<file path="src/design/ppd_defs.vh">
// constants for the port pad drive configuration block
// assumes a 32-bit apb slave and a six-pin port; included by bare name
//
// Contract
// - schmitt enables pins 2-5 at bits 18-21
// - open-drain bit per pin at 0008
// - open-drain pin drives low only, releases high
// - open-drain register resets to all zero
// - pull select per pin at 000C, 1=up
// - pull select resets to 003B
// - direction bit zero input, one output
// - pull applies only when enable bit set
`ifndef PPD_DEFS_VH
`define PPD_DEFS_VH

`define PPD_NPINS        6
`define PPD_ADDR_W       8
// register byte addresses
`define PPD_OFF_DIR      8'h04
`define PPD_OFF_ODM      8'h08
`define PPD_OFF_PSEL     8'h0C
`define PPD_OFF_PEN      8'h10
// field positions inside the direction word
`define PPD_DIR_LSB      0
`define PPD_TRIG_LSB     18
`define PPD_TRIG_MSB     21
`define PPD_TRIG_W       4
// reset values
`define PPD_RST_DIR      6'h00
`define PPD_RST_TRIG     4'h0
`define PPD_RST_ODM      6'h00
`define PPD_RST_PSEL     6'h3B
`define PPD_RST_PEN      6'h3F
`define PPD_ZERO32       32'h0000_0000

`endif

</file>
<file path="src/design/ppd_port_pad_drive_config.v">
// top of the port pad drive configuration block: apb slave plus six
// pad cells. assumes apb on clk, single clock, port data from outside.
//
// Design decision made here: the APB register port.
`timescale 1ns/1ps
`include "ppd_defs.vh"
module ppd_port_pad_drive_config
#(
    parameter NPINS = `PPD_NPINS
)
(
    input  wire                    clk,
    input  wire                    srst,
    input  wire                    clkEn,
    input  wire                    psel,
    input  wire                    penable,
    input  wire                    pwrite,
    input  wire [`PPD_ADDR_W-1:0]  paddr,
    input  wire [31:0]             pwdata,
    output reg  [31:0]             prdata,
    output reg                     pready,
    output reg                     pslverr,
    input  wire [NPINS-1:0]        portOut,   // data values, same clock
    output wire [NPINS-1:0]        padOut,
    output wire [NPINS-1:0]        padOe,
    output wire [NPINS-1:0]        pullUpEn,
    output wire [NPINS-1:0]        pullDnEn,
    output wire [NPINS-1:0]        trigOn
);
    reg  [NPINS-1:0]       dirQ;    // pin_direction_ctrl low half
    reg  [`PPD_TRIG_W-1:0] trigQ;   // trigger enables, pins 2..5
    reg  [NPINS-1:0]       odmQ;    // output_drain_mode_ctrl
    reg  [NPINS-1:0]       pselQ;   // pull_direction_select
    reg  [NPINS-1:0]       penQ;    // pull_device_enable
    reg  [31:0]            rdD;     // read mux result
    reg                    hitD;    // address decodes
    wire                   setup;   // setup phase seen
    wire                   wrEn;    // write commits this edge
    wire [NPINS-1:0]       trigFull; // trigger bits per pin

    // zero-wait answer: pready rises in the access cycle after setup
    assign setup = psel & ~penable;
    assign wrEn  = psel & penable & pready & pwrite & hitD;

    // pins 0 and 1 have no trigger control
    assign trigFull = {trigQ, 2'b00};

    // address decode and read mux; unused bits stay zero
    always @*
    begin
        rdD  = `PPD_ZERO32;
        hitD = 1'b1;
        case (paddr)
            `PPD_OFF_DIR:
            begin
                rdD[`PPD_DIR_LSB+NPINS-1:`PPD_DIR_LSB] = dirQ;
                rdD[`PPD_TRIG_MSB:`PPD_TRIG_LSB] = trigQ;
            end
            `PPD_OFF_ODM:  rdD[NPINS-1:0] = odmQ;
            `PPD_OFF_PSEL: rdD[NPINS-1:0] = pselQ;
            `PPD_OFF_PEN:  rdD[NPINS-1:0] = penQ;
            default:       hitD = 1'b0;
        endcase
    end

    // bus handshake: ready held one access cycle, error on bad address
    always @(posedge clk)
    begin
        if (srst)
        begin
            pready  <= 1'b0;
            pslverr <= 1'b0;
            prdata  <= `PPD_ZERO32;
        end
        else if (clkEn)
        begin
            pready  <= setup;
            pslverr <= setup & ~hitD;
            if (setup && !pwrite)
                prdata <= rdD;
            else if (!psel)
                prdata <= `PPD_ZERO32;
        end
    end

    // register writes; only the defined bit fields are stored
    always @(posedge clk)
    begin
        if (srst)
        begin
            dirQ  <= `PPD_RST_DIR;
            trigQ <= `PPD_RST_TRIG;
            odmQ  <= `PPD_RST_ODM;
            pselQ <= `PPD_RST_PSEL;
            penQ  <= `PPD_RST_PEN;
        end
        else if (clkEn && wrEn)
        begin
            case (paddr)
                `PPD_OFF_DIR:
                begin
                    dirQ  <= pwdata[`PPD_DIR_LSB+NPINS-1:`PPD_DIR_LSB];
                    trigQ <= pwdata[`PPD_TRIG_MSB:`PPD_TRIG_LSB];
                end
                `PPD_OFF_ODM:  odmQ  <= pwdata[NPINS-1:0];
                `PPD_OFF_PSEL: pselQ <= pwdata[NPINS-1:0];
                `PPD_OFF_PEN:  penQ  <= pwdata[NPINS-1:0];
                default:       dirQ  <= dirQ;
            endcase
        end
    end

    // one pad cell per pin
    genvar i;
    generate
        for (i = 0; i < NPINS; i = i + 1)
        begin : gPin
            ppd_pad_cell uCell
            (
                .clk      (clk),
                .srst     (srst),
                .clkEn    (clkEn),
                .outVal   (portOut[i]),
                .dirOut   (dirQ[i]),
                .odMode   (odmQ[i]),
                .pullSel  (pselQ[i]),
                .pullEn   (penQ[i]),
                .trigEn   (trigFull[i]),
                .padOut   (padOut[i]),
                .padOe    (padOe[i]),
                .pullUpEn (pullUpEn[i]),
                .pullDnEn (pullDnEn[i]),
                .trigOn   (trigOn[i])
            );
        end
    endgenerate
endmodule

</file>
<file path="src/design/ppd_pad_cell.v">
// one pin's pad control: turns register bits into pad drive controls
// assumes all inputs are registered in the clk domain
`timescale 1ns/1ps
module ppd_pad_cell
(
    input  wire clk,
    input  wire srst,
    input  wire clkEn,
    input  wire outVal,      // data value from the port data block
    input  wire dirOut,      // 1 = pin is output
    input  wire odMode,      // 1 = open-drain
    input  wire pullSel,     // 1 = pull-up, 0 = pull-down
    input  wire pullEn,      // 1 = pull device connected
    input  wire trigEn,      // schmitt enable request
    output reg  padOut,      // level driven onto the pad
    output reg  padOe,       // high while the pad is driven
    output reg  pullUpEn,    // pull-up device on
    output reg  pullDnEn,    // pull-down device on
    output reg  trigOn       // schmitt trigger on
);
    // registered pad controls so every top output comes from a flop
    always @(posedge clk)
    begin
        if (srst)
        begin
            padOut   <= 1'b0;
            padOe    <= 1'b0;
            pullUpEn <= 1'b0;
            pullDnEn <= 1'b0;
            trigOn   <= 1'b0;
        end
        else if (clkEn)
        begin
            padOut <= outVal;
            // input pins never drive; open-drain only drives a low
            if (!dirOut)
                padOe <= 1'b0;
            else if (odMode)
                padOe <= ~outVal;
            else
                padOe <= 1'b1;
            pullUpEn <= pullEn & pullSel;
            pullDnEn <= pullEn & ~pullSel;
            // trigger meaningful only while the pin is an output
            trigOn   <= trigEn & dirOut;
        end
    end
endmodule

</file>
<file path="config.mk">
export PLATFORM = sky130hd
export DESIGN_NAME = ppd_port_pad_drive_config
export DESIGN_NICKNAME = d
export VERILOG_FILES = /design/src/design/ppd_port_pad_drive_config.v /design/src/design/ppd_pad_cell.v
export VERILOG_INCLUDE_DIRS = /design/src /design/src/design
export SDC_FILE = /design/constraint.sdc
export NUM_CORES = 1
export LEC_CHECK = 0
export BUFFER_PORTS_ARGS = -buffer_cell sky130_fd_sc_hd__buf_2
export CORE_MARGIN = 2
export CORE_UTILIZATION = 31
export DETAILED_ROUTE_END_ITERATION = 8
export SYNTH_ARGS = -nofsm -noshare
export SYNTH_HDL_FRONTEND = slang
export SYNTH_SLANG_ARGS = --single-unit
export TNS_END_PERCENT = 20
</file>
<file path="constraint.sdc">
create_clock -name clk -period 1.6 [get_ports clk]
set_clock_uncertainty 0.1 [all_clocks]
set_input_delay 0.16 -clock clk [delete_from_list [all_inputs] [get_ports clk]]
set_output_delay 0.16 -clock clk [all_outputs]
set_load 0.02 [all_outputs]
</file>
==> impl_metrics.yaml <==
outcome:
  outcome: "complete, but fails checks"
  failed_checks: "setup timing"
detailed_routing:
  vias: 2635
  wl_per_cell_um: 14.2
  detail-route-antenna-nets: 0
  drt_iter0_drc: 106
  avgViaCountPerCell: 4.57
  drt_pre_antenna_iters: 5
  totalWireLength_um: 8210
  drc: 0
clocking:
  clock_latency_ns: 0.35
  clockRootBuffer: "clkbuf_8"
  cts_tree: "yes"
  htreeDepth: 3
  clock_tree.buffer_depth: 2
  path_clk_slew_ns: 0.07
  cts_buffers: 9
  clock_sinks: 68
final_layout:
  multiInputGateArea_um2: 1420
  synthToLayoutAreaGrowth_pct: 25.1
  diodes: 0
  finalNonFillerCells: 576
  drive_gt1_share_pct: 29.1
  fillCellCount: 1034
  regArea_um2: 1360
  final_nets: 490
grt:
  gr-total-overflow: 0
  grt_pass1_vias: 2554
  grt_max_degree: 60
  grt_use_total_pct: 15.3
  antenna_found_initial: 0
  grt_pass1_wl_um: 13100
setup_path:
  crit_fanout: 5
  rr_endpoint: "odmQ[1]"
  required_ns: 1.71
  end_kind: "flip-flop"
  worstSetupStartpointType: "input port"
  rr_worst_depth: 6
  crit_path_top_delay_cell: "or4_4"
  worstPathCellList: "buf_2 -> or4b_4 -> or4_4 -> clkbuf_16 -> mux2i_1 -> nor2_1"
  r2r_start: "pready"
  critical_path_class: "in2reg"
  max_stage_delay_ns: 0.54
  arrival_ns: 1.73
  reg2reg_slack_ns: 0
floorplan:
  coreArea_um2: 9820
  die_w_um: 105
  io_pins: 116
  die_area_um2: 11000
  die_height_um: 105
  start_util_pct: 32.0
  rows: 36
timing:
  finalHoldViolations: 0
  setup_violations: 10
  period_share_pct: 101
  max_freq_mhz: 616
  relSlewSlack_pct: 51.2
  fin_setup_tns_ns: -0.0705
  slew_viol_final: 0
  timing.final.crit_period_ns: 1.62
  rsz0062_at_grt: "true"
  fin_ws_ns: -0.0222
  worstMarginPinSlew_ns: 0.732
yosys:
  syn-mean-instance-area_um2: 8.90
  synth-seq-cells: 68
  synth-seq-area-share_pct: 43.3
  synthDistinctLibCells: 33
  synth-main-ff-cell: "dfxtp_1"
  synth_area_um2: 3140
  synth_top_cell_by_area: "dfxtp_1"
  yosysMostFrequentCell: "dfxtp_1"
  synth_common_cells: "68 x dfxtp_1, 52 x buf_4, 36 x nand2_1, 36 x nor2_1, 28 x mux2i_1"
  synth_top_area_share_pct: 43.3
  syn_inst: 353
  ys_warn_count: 0
  synthTopCellsByArea: "dfxtp_1 43%, buf_4 12%, mux2i_1 8.9%"
  synth-edff-count: 0
  ys_async_sr_fraction_pct: 0
flow_run:
  cap_violations: 0
pwr:
  power_density_nw_per_um2: 853
  finalPower_mw: 3.35
  power.static_leakage_nw: 1.77
  peakVddDrop_uv: 291
placement:
  dp.cells: 541
  dp_slack_ns: -0.434
  dpl.hpwl_um: 5760
  port-buffer-count: 69
  place.gp.congestion: 0.758
min_path:
  whs_endpoint: "pready"
  whs_path_depth: 4
  worstHoldStart: "psel"
  hp-class: "in2reg"
[worst max-delay path: cells and delay by family]
kind	cells	cell delay, ns
buffers and inverters	2	0.30
multiplexers	1	0.15
AND/OR/NAND/NOR	3	1.12
[through the flow]
step | area (um2) | hold WS [ns] | util [%]
after floorplan | 3240 | 0.178 | -
after global placement | 3520 | 0.301 | 35.9
after detailed placement | 3520 | 0.312 | 35.9
after CTS | 3900 | 0.0937 | 39.7
after global routing | 3930 | 0.119 | 40.0
final | 3930 | 0.0958 | 40.0
[how the worst max path moves through the flow]
stage,start,to,slack [ns],cells after the start
after floorplan,paddr[3],dirQ[0],-0.16,5
after global placement,paddr[3],trigQ[3],-0.38,6
after detailed placement,paddr[3],dirQ[2],-0.43,6
after CTS,paddr[3],dirQ[2],-0.04,6
after global routing,pready,odmQ[1],-0.11,6
final,paddr[3],trigQ[1],-0.02,6
[per-layer routing]
metal / share of wire [%] / GRT usage, % / routed length, um
met2: 47 / 25.2 / 3890
met3: 4.6 / 3.74 / 381
met5: 0 / 0 / 0
met1: 47 / 19.4 / 3840
met4: 1.2 / 6.00 / 95
[placed cells by master (no fill, tap or decap), types with 2 or more instances in the layout]
master,instances
a211o_1,11
a21oi_1,25
a22o_1,4
a22oi_1,6
buf_2,69
buf_4,33
clkbuf_1,2
clkbuf_8,10
clkinv_2,2
clkinvlp_4,2
conb_1,24
dfxtp_1,67
dlygate4sd3_1,16
mux2i_1,28
nand2_1,36
nand2b_1,3
nand3_1,17
nand3b_1,2
nor2_1,36
nor2b_1,13
nor4_4,2
o21ai_0,8
o22a_1,6
or3_1,2
or4b_1,2
[power breakdown]
| part | total [mW] | internal (mW) | switching (mW) | leakage (nW) |
|---|---|---|---|---|
| registers | 1.72 | 1.71 | 0.00973 | 0.552 |
| clock network | 1.24 | 0.600 | 0.645 | 0.0824 |
| logic | 0.386 | 0.148 | 0.237 | 1.14 |
[timing repair]
item / 4_1_cts / 5_1_grt
hold buffers: 16 / 0
hold endpoints to repair: 23 / 0
buffers inserted: 1 / 0
pin swaps: 4 / 2
gates resized for setup: 8 / 2
gates cloned: 1 / 1
endpoints found under the setup margin: 27 / 23
[state kept, by name, summed over array words and instances (netlist names)]
signal / cells
prdata: 10
gPin.uCell.pullUpEn: 6
penQ: 6
pslverr: 1
pready: 1
gPin.uCell.padOe: 6
gPin.uCell.pullDnEn: 6
odmQ: 6
gPin.uCell.padOut: 6
gPin.uCell.trigOn: 4
pselQ: 6
dirQ: 6
trigQ: 4
[kinds of logic (layout without fill, tap and decap cells)]
logic type	Yosys count	count (layout)	share of synthesized area (%)
compound gates	61	61	12.8
mux	28	28	8.92
xor+xnor	1	1	0.279
simple gates	123	123	19.6
buf+inv	71	138	14.9
flops	68	68	43.3
other cells	1	24	0.119
[area by class of cell]
class                      instances  area share [%]
multi-input combinational        237            36.1
inverter                           1          0.0955
tap                              133            4.23
clock inverter                     4           0.637
clock buffer                      12            3.69
timing repair buffer             121            20.6
sequential                        68            34.7
(Power assumes the default switching activity.)
